--- src/inc/lto_pkg.sv ---
// package of opcode patterns, flag masks and decoder types for the literal/table decoder
package lto_pkg;

    // ************************************************************
    // instruction word fields
    // ************************************************************
    localparam int LTO_WORD_W = 16;
    localparam int LTO_BYTE_W = 8;
    localparam int LTO_PTR_LIT_W = 12;
    localparam int LTO_BANK_W = 4;
    localparam int LTO_PSEL_W = 2;
    // upper-byte opcode patterns; bank load matches the upper 12 bits
    localparam logic [7:0] LTO_OP_ADD = 8'h0F;
    localparam logic [7:0] LTO_OP_AND = 8'h0B;
    localparam logic [7:0] LTO_OP_OR = 8'h09;
    localparam logic [7:0] LTO_OP_XOR = 8'h0A;
    localparam logic [7:0] LTO_OP_SUB = 8'h08;
    localparam logic [7:0] LTO_OP_MOV = 8'h0E;
    localparam logic [7:0] LTO_OP_MUL = 8'h0D;
    localparam logic [7:0] LTO_OP_RET = 8'h0C;
    localparam logic [11:0] LTO_OP_BANK = 12'h010;
    // pointer load first word: upper 10 bits, second word upper byte
    localparam logic [9:0] LTO_OP_PTR1 = 10'h3B8;
    localparam logic [7:0] LTO_OP_PTR2 = 8'hF0;
    // table access: upper 13 bits, bit 2 selects write
    localparam logic [12:0] LTO_OP_TBL = 13'h0001;
    // flag mask bit positions
    localparam int LTO_F_C = 0;
    localparam int LTO_F_DC = 1;
    localparam int LTO_F_Z = 2;
    localparam int LTO_F_OV = 3;
    localparam int LTO_F_N = 4;
    localparam logic [4:0] LTO_FLAGS_ARITH = 5'h1F;
    localparam logic [4:0] LTO_FLAGS_LOGIC = 5'h14;
    localparam logic [4:0] LTO_FLAGS_NONE = 5'h00;
    // cycle counts
    localparam logic [1:0] LTO_CYC_ONE = 2'h1;
    localparam logic [1:0] LTO_CYC_TWO = 2'h2;
    // reset values
    localparam logic [1:0] LTO_RST_PREV = 2'h0;

    // ************************************************************
    // types
    // ************************************************************
    // alu operation selector
    typedef enum logic [3:0] {
        LTO_ALU_NONE, LTO_ALU_ADD, LTO_ALU_AND, LTO_ALU_OR, LTO_ALU_XOR,
        LTO_ALU_SUB, LTO_ALU_MOV, LTO_ALU_MUL
    } lto_alu_e;

    // table pointer adjustment
    typedef enum logic [1:0] {
        LTO_TP_NONE, LTO_TP_POSTINC, LTO_TP_POSTDEC, LTO_TP_PREINC
    } lto_tp_e;

    // decoded controls for the datapath
    typedef struct packed {
        lto_alu_e alu_op;        // operation on working register
        logic [7:0] literal;     // 8-bit literal
        logic [4:0] flag_mask;   // status flags updated
        logic working_register_write;        // working register written
        logic bank_write;        // bank select register low nibble written
        logic [3:0] bank_val;    // bank value
        logic ret;               // return from subroutine
        logic tbl_read;          // table read
        logic tbl_write;         // table write
        lto_tp_e tbl_ptr;        // pointer adjustment
        logic ptr_load;          // indirect pointer load
        logic [1:0] ptr_sel;     // indirect pointer select
        logic [11:0] ptr_val;    // 12-bit pointer literal
        logic [1:0] cycles;      // cycles the instruction takes
        logic nop;               // executes as no-operation
    } lto_ctl_s;
endpackage

--- src/lto_field_dec.sv ---
// single-word field decoder for literal and table operations
`timescale 1ns/1ps
module lto_field_dec
    import lto_pkg::*;
(
    // instruction word
    input wire logic [15:0] word_in,
    // decoded result
    output lto_ctl_s ctl_out,
    output logic first_of_two_out
);

    // ************************************************************
    // combinational decode
    // ************************************************************
    always_comb
    begin
        ctl_out = '0;
        ctl_out.literal = word_in[7:0];
        ctl_out.cycles = LTO_CYC_ONE;
        ctl_out.nop = 1'b1;
        first_of_two_out = 1'b0;
        case (word_in[15:8])
            LTO_OP_ADD:
            begin
                ctl_out.alu_op = LTO_ALU_ADD;
                ctl_out.flag_mask = LTO_FLAGS_ARITH;
                ctl_out.working_register_write = 1'b1;
                ctl_out.nop = 1'b0;
            end
            LTO_OP_AND:
            begin
                ctl_out.alu_op = LTO_ALU_AND;
                ctl_out.flag_mask = LTO_FLAGS_LOGIC;
                ctl_out.working_register_write = 1'b1;
                ctl_out.nop = 1'b0;
            end
            LTO_OP_OR:
            begin
                ctl_out.alu_op = LTO_ALU_OR;
                ctl_out.flag_mask = LTO_FLAGS_LOGIC;
                ctl_out.working_register_write = 1'b1;
                ctl_out.nop = 1'b0;
            end
            LTO_OP_XOR:
            begin
                ctl_out.alu_op = LTO_ALU_XOR;
                ctl_out.flag_mask = LTO_FLAGS_LOGIC;
                ctl_out.working_register_write = 1'b1;
                ctl_out.nop = 1'b0;
            end
            LTO_OP_SUB:
            begin
                ctl_out.alu_op = LTO_ALU_SUB;
                ctl_out.flag_mask = LTO_FLAGS_ARITH;
                ctl_out.working_register_write = 1'b1;
                ctl_out.nop = 1'b0;
            end
            LTO_OP_MOV:
            begin
                ctl_out.alu_op = LTO_ALU_MOV;
                ctl_out.working_register_write = 1'b1;
                ctl_out.nop = 1'b0;
            end
            LTO_OP_MUL:
            begin
                // product lands in the product pair, not the working register
                ctl_out.alu_op = LTO_ALU_MUL;
                ctl_out.nop = 1'b0;
            end
            LTO_OP_RET:
            begin
                ctl_out.alu_op = LTO_ALU_MOV;
                ctl_out.working_register_write = 1'b1;
                ctl_out.ret = 1'b1;
                ctl_out.cycles = LTO_CYC_TWO;
                ctl_out.nop = 1'b0;
            end
            default:
            begin
                if (word_in[15:4] == LTO_OP_BANK)
                begin
                    ctl_out.bank_write = 1'b1;
                    ctl_out.bank_val = word_in[3:0];
                    ctl_out.nop = 1'b0;
                end
                else if (word_in[15:3] == LTO_OP_TBL)
                begin
                    ctl_out.tbl_read = ~word_in[2];
                    ctl_out.tbl_write = word_in[2];
                    ctl_out.tbl_ptr = lto_tp_e'(word_in[1:0]);
                    ctl_out.cycles = LTO_CYC_TWO;
                    ctl_out.nop = 1'b0;
                end
                else if (word_in[15:6] == LTO_OP_PTR1)
                begin
                    first_of_two_out = 1'b1;
                    ctl_out.ptr_sel = word_in[5:4];
                    ctl_out.ptr_val = {word_in[3:0], 8'h00};
                    ctl_out.cycles = LTO_CYC_TWO;
                    ctl_out.nop = 1'b0;
                end
            end
        endcase
    end

endmodule // lto_field_dec

--- src/lto_decoder.sv ---
// literal-operation and table-access instruction decoder top
`timescale 1ns/1ps
module lto_decoder
    import lto_pkg::*;
(
    // clock and reset
    input wire logic ref_clk_in,
    input wire logic reset_in,
    // fetch side
    input wire logic word_valid_in,
    input wire logic [15:0] word_in,
    // datapath feedback
    input wire logic pc_modified_in,
    input wire logic cond_true_in,
    input wire logic port_self_mod_in,
    input wire logic [7:0] port_pins_in,
    input wire logic [7:0] port_latch_in,
    input wire logic timer_zero_count_file_write_in,
    input wire logic prescaler_on_timer_zero_count_in,
    // decoded controls
    output lto_ctl_s ctl_out,
    output logic ctl_valid_out,
    output logic flush_out,
    output logic [7:0] port_operand_out,
    output logic prescaler_clear_out
);

    // ************************************************************
    // state
    // ************************************************************
    typedef enum logic [1:0] {
        LTO_ST_RUN,    // normal single-word decode
        LTO_ST_WORD2,  // expecting second word of pointer load
        LTO_ST_FLUSH   // second cycle executes as no-op
    } lto_state_e;

    lto_state_e state_ff; // decoder state
    lto_ctl_s ctl_ff; // registered controls
    logic valid_ff; // registered valid
    logic flush_ff; // flush indicator
    logic [7:0] port_op_ff; // registered port operand
    logic pclr_ff; // prescaler clear pulse
    lto_ctl_s dec_ctl; // raw decode
    logic dec_first; // word opens a two-word instruction
    lto_ctl_s nxt_ctl; // next controls

    // single-word field decoder
    lto_field_dec u_dec (
        .word_in(word_in),
        .ctl_out(dec_ctl),
        .first_of_two_out(dec_first)
    );

    // ************************************************************
    // next controls
    // ************************************************************
    always_comb
    begin
        nxt_ctl = dec_ctl;
        case (state_ff)
            LTO_ST_WORD2:
            begin
                // second word carries the low literal byte
                nxt_ctl = ctl_ff;
                nxt_ctl.ptr_val = {ctl_ff.ptr_val[11:8], word_in[7:0]};
                nxt_ctl.ptr_load = (word_in[15:8] == LTO_OP_PTR2);
                nxt_ctl.nop = (word_in[15:8] != LTO_OP_PTR2);
            end
            LTO_ST_FLUSH:
            begin
                nxt_ctl = '0;
                nxt_ctl.nop = 1'b1;
                nxt_ctl.cycles = LTO_CYC_ONE;
            end
            default:
            begin
                // a lone second word decodes to nothing: harmless no-op
                if (word_in[15:8] == LTO_OP_PTR2)
                begin
                    nxt_ctl = '0;
                    nxt_ctl.nop = 1'b1;
                    nxt_ctl.cycles = LTO_CYC_ONE;
                end
            end
        endcase
    end

    // ************************************************************
    // state sequencing
    // ************************************************************
    always_ff @(posedge ref_clk_in)
    begin
        if (reset_in)
            state_ff <= LTO_ST_RUN;
        else if (word_valid_in)
        begin
            case (state_ff)
                LTO_ST_RUN:
                    if (dec_first)
                        state_ff <= LTO_ST_WORD2;
                    else if (dec_ctl.cycles == LTO_CYC_TWO || pc_modified_in || cond_true_in)
                        state_ff <= LTO_ST_FLUSH;
                LTO_ST_WORD2:
                    state_ff <= LTO_ST_RUN;
                LTO_ST_FLUSH:
                    state_ff <= LTO_ST_RUN;
                default:
                    state_ff <= LTO_ST_RUN;
            endcase
        end
    end

    // ************************************************************
    // control outputs
    // ************************************************************
    always_ff @(posedge ref_clk_in)
    begin
        if (reset_in)
        begin
            ctl_ff <= '0;
            valid_ff <= 1'b0;
            flush_ff <= 1'b0;
        end
        else
        begin
            valid_ff <= word_valid_in;
            if (word_valid_in)
            begin
                ctl_ff <= nxt_ctl;
                flush_ff <= (state_ff == LTO_ST_FLUSH);
            end
        end
    end

    // ************************************************************
    // port operand and timer prescaler
    // ************************************************************
    always_ff @(posedge ref_clk_in)
    begin
        if (reset_in)
            port_op_ff <= 8'h00;
        else
            port_op_ff <= port_self_mod_in ? port_pins_in : port_latch_in;
    end

    always_ff @(posedge ref_clk_in)
    begin
        if (reset_in)
            pclr_ff <= 1'b0;
        else
            pclr_ff <= timer_zero_count_file_write_in & prescaler_on_timer_zero_count_in;
    end

    assign ctl_out = ctl_ff;
    assign ctl_valid_out = valid_ff;
    assign flush_out = flush_ff;
    assign port_operand_out = port_op_ff;
    assign prescaler_clear_out = pclr_ff;
endmodule // lto_decoder

--- config.mk ---
export PLATFORM = sky130hd
export DESIGN_NAME = lto_decoder
export DESIGN_NICKNAME = d
export VERILOG_FILES = /design/src/inc/lto_pkg.sv /design/src/lto_field_dec.sv /design/src/lto_decoder.sv
export SDC_FILE = /design/constraint.sdc
export NUM_CORES = 1
export LEC_CHECK = 0
export BUFFER_PORTS_ARGS = -buffer_cell sky130_fd_sc_hd__buf_2
export CORE_UTILIZATION = 51
export DETAILED_ROUTE_END_ITERATION = 10
export PLACE_DENSITY_LB_ADDON = 0.3
export SETUP_SLACK_MARGIN = 0.02
export SYNTH_ARGS = -nofsm -noshare
export SYNTH_HDL_FRONTEND = slang
export SYNTH_SLANG_ARGS = --single-unit
--- constraint.sdc ---
create_clock -name ref_clk_in -period 4.6 [get_ports ref_clk_in]
set_clock_uncertainty 0.1 [all_clocks]
set_input_delay 0.92 -clock ref_clk_in [delete_from_list [all_inputs] [get_ports ref_clk_in]]
set_output_delay 0.92 -clock ref_clk_in [all_outputs]
set_load 0.02 [all_outputs]
# After elaboration in Yosys (flattened, before gate mapping)
# Index checks and enable logic that the tools add are counted.
[totals]
regBits = 59
latch_bits = 0
ramBits = 0
rom_bits = 0
inputBits = 40
out_inout_bits = 57
word_cells = 79
mem_count = 0
[classes]
add_sub_neg = 0
n_mul = 0
div_mod_pow = 0
n_lt_le_gt_ge = 0
n_eq_ne = 17
shifts = 0
mux = 27
bitwise = 3
reduce_logical = 11
[op_table]
columns = ["op", "n"]
rows = [
  ["$pmux W46 S2", 1],
  ["$eq A8 B4 Y1 const B", 8],
  ["$mux W46", 1],
  ["$mux W14", 2],
  ["$pmux W3 S7", 1],
  ["$mux W17", 1],
  ["$mux W16", 1],
  ["$reduce_or A7 Y1", 2],
  ["$eq A13 B1 Y1 const B", 1],
  ["$eq A12 B5 Y1 const B", 1],
  ["$mux W4", 3],
  ["$eq A10 B10 Y1 const B", 1],
  ["$mux W5", 2],
  ["$pmux W5 S2", 1],
  ["$eq A8 B8 Y1 const B", 1],
  ["$mux W1", 8],
  ["$mux W8", 1],
  ["$ne A8 B8 Y1 const B", 1],
  ["$reduce_or A8 Y1", 1],
  ["$mux W2", 3],
  ["$eq A2 B2 Y1 const B", 2],
  ["$pmux W2 S2", 1],
  ["$reduce_and A2 Y1", 2],
  ["$reduce_or A2 Y1", 2],
  ["other kinds (8)", 10],
]

# Depth between registers and ports, before layout
[depth]
word_depth = 11
ltp_mapped = 7
ltp_nobuf = 6

# Modules after synthesis
# From an unflattened synthesis, not the netlist that was laid out.
[unflattened]
cells_unflattened = 263
hier_area_um2 = 2676.3
[by_module_without_submodules]
columns = ["mod", "n_inst", "cells_each", "area_each_um2", "seq_area_each_um2"]
rows = [
  ["lto_decoder", 1, 191, 2177.1, 1181.1],
  ["lto_field_dec", 1, 72, 499.2, 0.0],
]

# Worst setup path before layout
# No wires, ideal clock.
[synth_timing]
kind = "input port to flip-flop"
start = "input port word_in[8]"
end = "register state_ff[1]"
t_arrival_ns = 2.210
required_time_ns = 4.357
slack_ns = 2.147
stages = 5
path_buffers = 1
cell_sequence = "buf_2 or4b_4 or4_1 a31oi_1 a311oi_2"
[synth_between]
elab_chain_len = 10
word_cells_on_any_way = 28
[synth_rtl]
columns = ["item", "line_no", "rtl"]
rows = [
  ["start, declared", "lto_decoder.sv:11", "input wire logic [15:0] word_in,"],
  ["$eq A10 B10 Y1", "lto_field_dec.sv:95", "else if (word_in[15:6] == LTO_OP_PTR1)"],
  ["$mux W17", "lto_field_dec.sv:95", ""],
  ["$mux W3", "lto_field_dec.sv:87", "else if (word_in[15:3] == LTO_OP_TBL)"],
  ["$mux W16", "lto_field_dec.sv:81", "if (word_in[15:4] == LTO_OP_BANK)"],
  ["$pmux W2 S2", "lto_field_dec.sv:23", "case (word_in[15:8])"],
  ["$eq A2 B2 Y1", "lto_decoder.sv:101", "else if (dec_ctl.cycles == LTO_CYC_TWO || pc_modified_in || cond_true_in)"],
  ["$logic_or A1 B1 Y1 (2 in a row)", "lto_decoder.sv:101", ""],
  ["$ne A3 B3 Y1 (no line)", "--", ""],
  ["$reduce_and A2 Y1 (no line)", "--", ""],
  ["end signal, assigned", "lto_decoder.sv:100", "state_ff <= LTO_ST_WORD2;"],
  ["end signal, assigned", "lto_decoder.sv:102", "state_ff <= LTO_ST_FLUSH;"],
  ["end signal, assigned", "lto_decoder.sv:104", "state_ff <= LTO_ST_RUN;"],
  ["end, declared", "lto_decoder.sv:37", "lto_state_e state_ff;"],
]
# Parallel ways exist; a longest one is shown, timed or not.
# A chain may end at the register's enable or synchronous reset.

# Final worst setup path
[layout_timing]
start = "input port word_in[5]"
end = "register state_ff[1]"
[layout_between]
elab_chain_len = 9
word_cells_on_any_way = 15
[layout_rtl]
columns = ["item", "line_no"]
rows = [
  ["$eq A13 B1 Y1", "lto_field_dec.sv:87"],
  ["$mux W3", "lto_field_dec.sv:87"],
  ["$mux W16", "lto_field_dec.sv:81"],
  ["$pmux W2 S2", "lto_field_dec.sv:23"],
  ["$eq A2 B2 Y1", "lto_decoder.sv:101"],
  ["$logic_or A1 B1 Y1 (2 in a row)", "lto_decoder.sv:101"],
  ["$ne A3 B3 Y1 (no line)", "--"],
  ["$reduce_and A2 Y1 (no line)", "--"],
]
# Parallel ways exist; a longest one is shown, timed or not.

==> flow_metrics.env <==
export IMPL_grt_antenna_before_repair=0
export IMPL_ff2ff_setup_slack_ps=2540
export IMPL_max_freq_ghz=0.407
export IMPL_grt_overflow_total=0
export IMPL_cts_buffer_depth=2
export IMPL_tightest_slew_ps=935
export IMPL_worstPathMaxFanout=8
export IMPL_drc=10
export IMPL_stdcell_count=418
export IMPL_yosysTopAreaCell="dfxtp_1"
export IMPL_r2r_cells=7
export IMPL_synth_async_sr_flop_share=0
export IMPL_fin_crit_sh=0.535
export IMPL_rr_endpoint="ctl_out[1]$_SDFFE_PP0P_"
export IMPL_finalSetupViolCount=0
export IMPL_drt_wl_total_mm=5.76
export IMPL_required_ps=4720
export IMPL_violations="DRC"
export IMPL_cts_root_buffer="clkbuf_8"
export IMPL_cts_htree_levels=2
export IMPL_numClockSinks=55
export IMPL_std_cell_rows=24
export IMPL_gp_congestion=0.868
export IMPL_num_vias=2264
export IMPL_ys_types=44
export IMPL_clkTransAtPathRegs_ps=100
export IMPL_rsz0062_at_grt="false"
export IMPL_crit_cells=5
export IMPL_area_growth_pct=22.8
export IMPL_io_pins=97
export IMPL_drt_pass1_iter_count=7
export IMPL_dieArea_um2=4980
export IMPL_die_h_um=70.6
export IMPL_core_area_um2=4440
export IMPL_critPathTopFamily="simple AND/OR/NAND/NOR gates"
export IMPL_cp_arrival_ps=2580
export IMPL_synth_area_per_cell_um2=8.47
export IMPL_fin_tns_setup_ps=0
export IMPL_synth_edf_count=0
export IMPL_diodes=0
export IMPL_clk_latency_ps=320
export IMPL_worstPathCellList="buf_2, or4_1, nor3_2, a211oi_1, a311oi_2"
export IMPL_hold_path_class="flip-flop to flip-flop"
export IMPL_endpoint_kind="flip-flop"
export IMPL_power_leakage_uw=0.00135
export IMPL_drv_cap=0
export IMPL_grt_max_degree=55
export IMPL_dp_hpwl_mm=4.14
export IMPL_cts_buffers=5
export IMPL_fill_cells=391
export IMPL_cts_tree="done"
export IMPL_fin_nets=408
export IMPL_routed_via_density=5.42
export IMPL_drive_above_1_share=0.311
export IMPL_slowest_delay_ps=580
export IMPL_grt_pass1_wl_mm=9.45
export IMPL_layout_min_cycle_time_ps=2460
export IMPL_syn_inst=283
export IMPL_rr_startpoint="state_ff[1]$_SDFFE_PP0P_"
export IMPL_p_per_area_nw_per_um2=302
export IMPL_crit_path_start="word_in[5]"
export IMPL_final_antenna_net_count=0
export IMPL_syn_area_um2=2400
export IMPL_slew_headroom=0.376
export IMPL_first_global_vias=2051
export IMPL_grt_usage=0.238
export IMPL_wl_per_cell_um=13.8
export IMPL_ctsResizeCount=0
export IMPL_synth_ff_type="dfxtp_1"
export IMPL_dp_cells=410
export IMPL_initial_utilization=0.539
export IMPL_synth_seq_cells=55
export IMPL_ir_worst_vdd_uv=167
export IMPL_finalHoldViolations=0
export IMPL_cpMaxStageDelayCell="or4_1"
export IMPL_critPathBufInv=1
export IMPL_fp_dieW_um=70.6
export IMPL_worst_setup_path_start_kind="input port"
export IMPL_postCtsHoldBufs=0
export IMPL_post_cts_setup_buffers=0
export IMPL_ys_top_cells_by_area="dfxtp_1 (46%), a21oi_1 (6.5%), nand2_1 (5.2%)"
export IMPL_slew_violations=0
export IMPL_seq_area_frac_synth=0.459
export IMPL_crit_type="input port to flip-flop"
export IMPL_status="complete, but fails checks"
export IMPL_drt_iter0_drc=220
export IMPL_yosysWarnings=0
export IMPL_synth_fp_nets=326
export IMPL_netlist_area_leader_share=0.459
export IMPL_worstSetupEndpoint="state_ff[1]$_SDFFE_PP0P_"
export IMPL_portBuffers=95
## Yosys cell counts, drive strengths merged (2+ instances only)
cell,n
nand4,12
a211oi,2
nand2,33
ha,3
a21boi,2
mux2i,9
o21ai,7
dfxtp,55
nand3,11
nand2b,4
o211ai,2
clkbuf,14
inv,6
a31oi,5
or4,4
or3,2
and2,3
a22o,2
nor2,33
buf,9
a21oi,31
a22oi,3
nor2b,10
and3,2
nor4,5
## metrics by stage
stage / area, µm² / hold WS (ps) / worst slack [ps] / utilization / total power, µW
global placement: 2860 / 335 / 1930 / 0.642 / 621
floorplan: 2400 / 430 / 2150 / - / 578
detailed placement: 2860 / 339 / 1830 / 0.642 / 623
CTS: 2940 / 355 / 2160 / 0.662 / 893
finish: 2940 / 351 / 2140 / 0.662 / 889
global route: 2940 / 379 / 2110 / 0.662 / 918
## worst register-to-register path, delay by kind of cell, from the launching register on
kind	cells	cell delay [ps]
flops	1	330
compound gates	1	130
fa+ha+maj	1	240
simple gates	3	720
buf+inv	2	480
## layer usage
metal	vias up	global-route usage	wire (µm)
met3	8	0.0484	351
met2	88	0.382	2640
li1	1152	-	-
met5	-	0	0
met4	0	0.0667	79
met1	1016	0.328	2680
## cell type report
cell class / count / area, µm² / share of cell area
clock buffers: 6 / 72.6 / 0.0246
well taps: 52 / 65.1 / 0.0221
flip-flops and latches: 55 / 1100 / 0.374
inverters: 6 / 22.5 / 0.00765
multi-input cells: 199 / 1170 / 0.397
clock inverters: 2 / 16.3 / 0.00552
repair buffers: 98 / 498 / 0.169
## registers in the layout, summed over array words and instances (netlist names)
signal,count
ctl_out,42
port_operand_out,8
state_ff,2
ctl_valid_out,1
flush_out,1
prescaler_clear_out,1
## worst min path at each step
| stage | slack (ps) | from | end | depth (start not counted) |
|---|---|---|---|---|
| 6_report | 350 | ctl_out[19]$_SDFFE_PP0P_ | ctl_out[19]$_SDFFE_PP0P_ | 2 |
| 5_1_grt | 380 | ctl_out[20]$_SDFFE_PP0P_ | ctl_out[20]$_SDFFE_PP0P_ | 2 |
| 4_1_cts | 360 | ctl_out[19]$_SDFFE_PP0P_ | ctl_out[19]$_SDFFE_PP0P_ | 2 |
| 3_5_place_dp | 340 | ctl_out[43]$_SDFFE_PP0P_ | ctl_out[43]$_SDFFE_PP0P_ | 2 |
| 3_3_place_gp | 330 | ctl_out[28]$_SDFFE_PP0P_ | ctl_out[28]$_SDFFE_PP0P_ | 2 |
| 2_1_floorplan | 430 | ctl_out[37]$_SDFFE_PP0P_ | ctl_out[37]$_SDFFE_PP0P_ | 2 |
## report_power, final
part,leakage [µW],internal (µW),switching (µW)
sequential,0.000448,489,4.58
clock,0.0000418,110,166
combinational,0.000861,41.9,78.0
## cell families after synthesis
logic type | count (synthesis) | synth area share
adder cells (fa/ha/maj) | 3 | 0.0157
buffers and inverters | 29 | 0.0532
other | 1 | 0.00156
AND/OR/NAND/NOR | 125 | 0.275
flip-flops | 55 | 0.459
AO/OA/AOI/OAI | 61 | 0.158
multiplexers | 9 | 0.0376
## placed cells by master, fill, tap and decap left out, drive strengths merged, types with 3 or more instances in the layout
| cell | instances |
|---|---|
| or4 | 4 |
| nand2 | 33 |
| dfxtp | 55 |
| ha | 3 |
| a31oi | 5 |
| nor2b | 10 |
| nand4 | 12 |
| a22oi | 3 |
| nand2b | 4 |
| mux2i | 9 |
| buf | 98 |
| and2 | 3 |
| clkbuf | 6 |
| o21ai | 7 |
| nor2 | 33 |
| inv | 7 |
| nand3 | 11 |
| nor4 | 5 |
| a21oi | 31 |
Power figures use the tool's default switching activity.
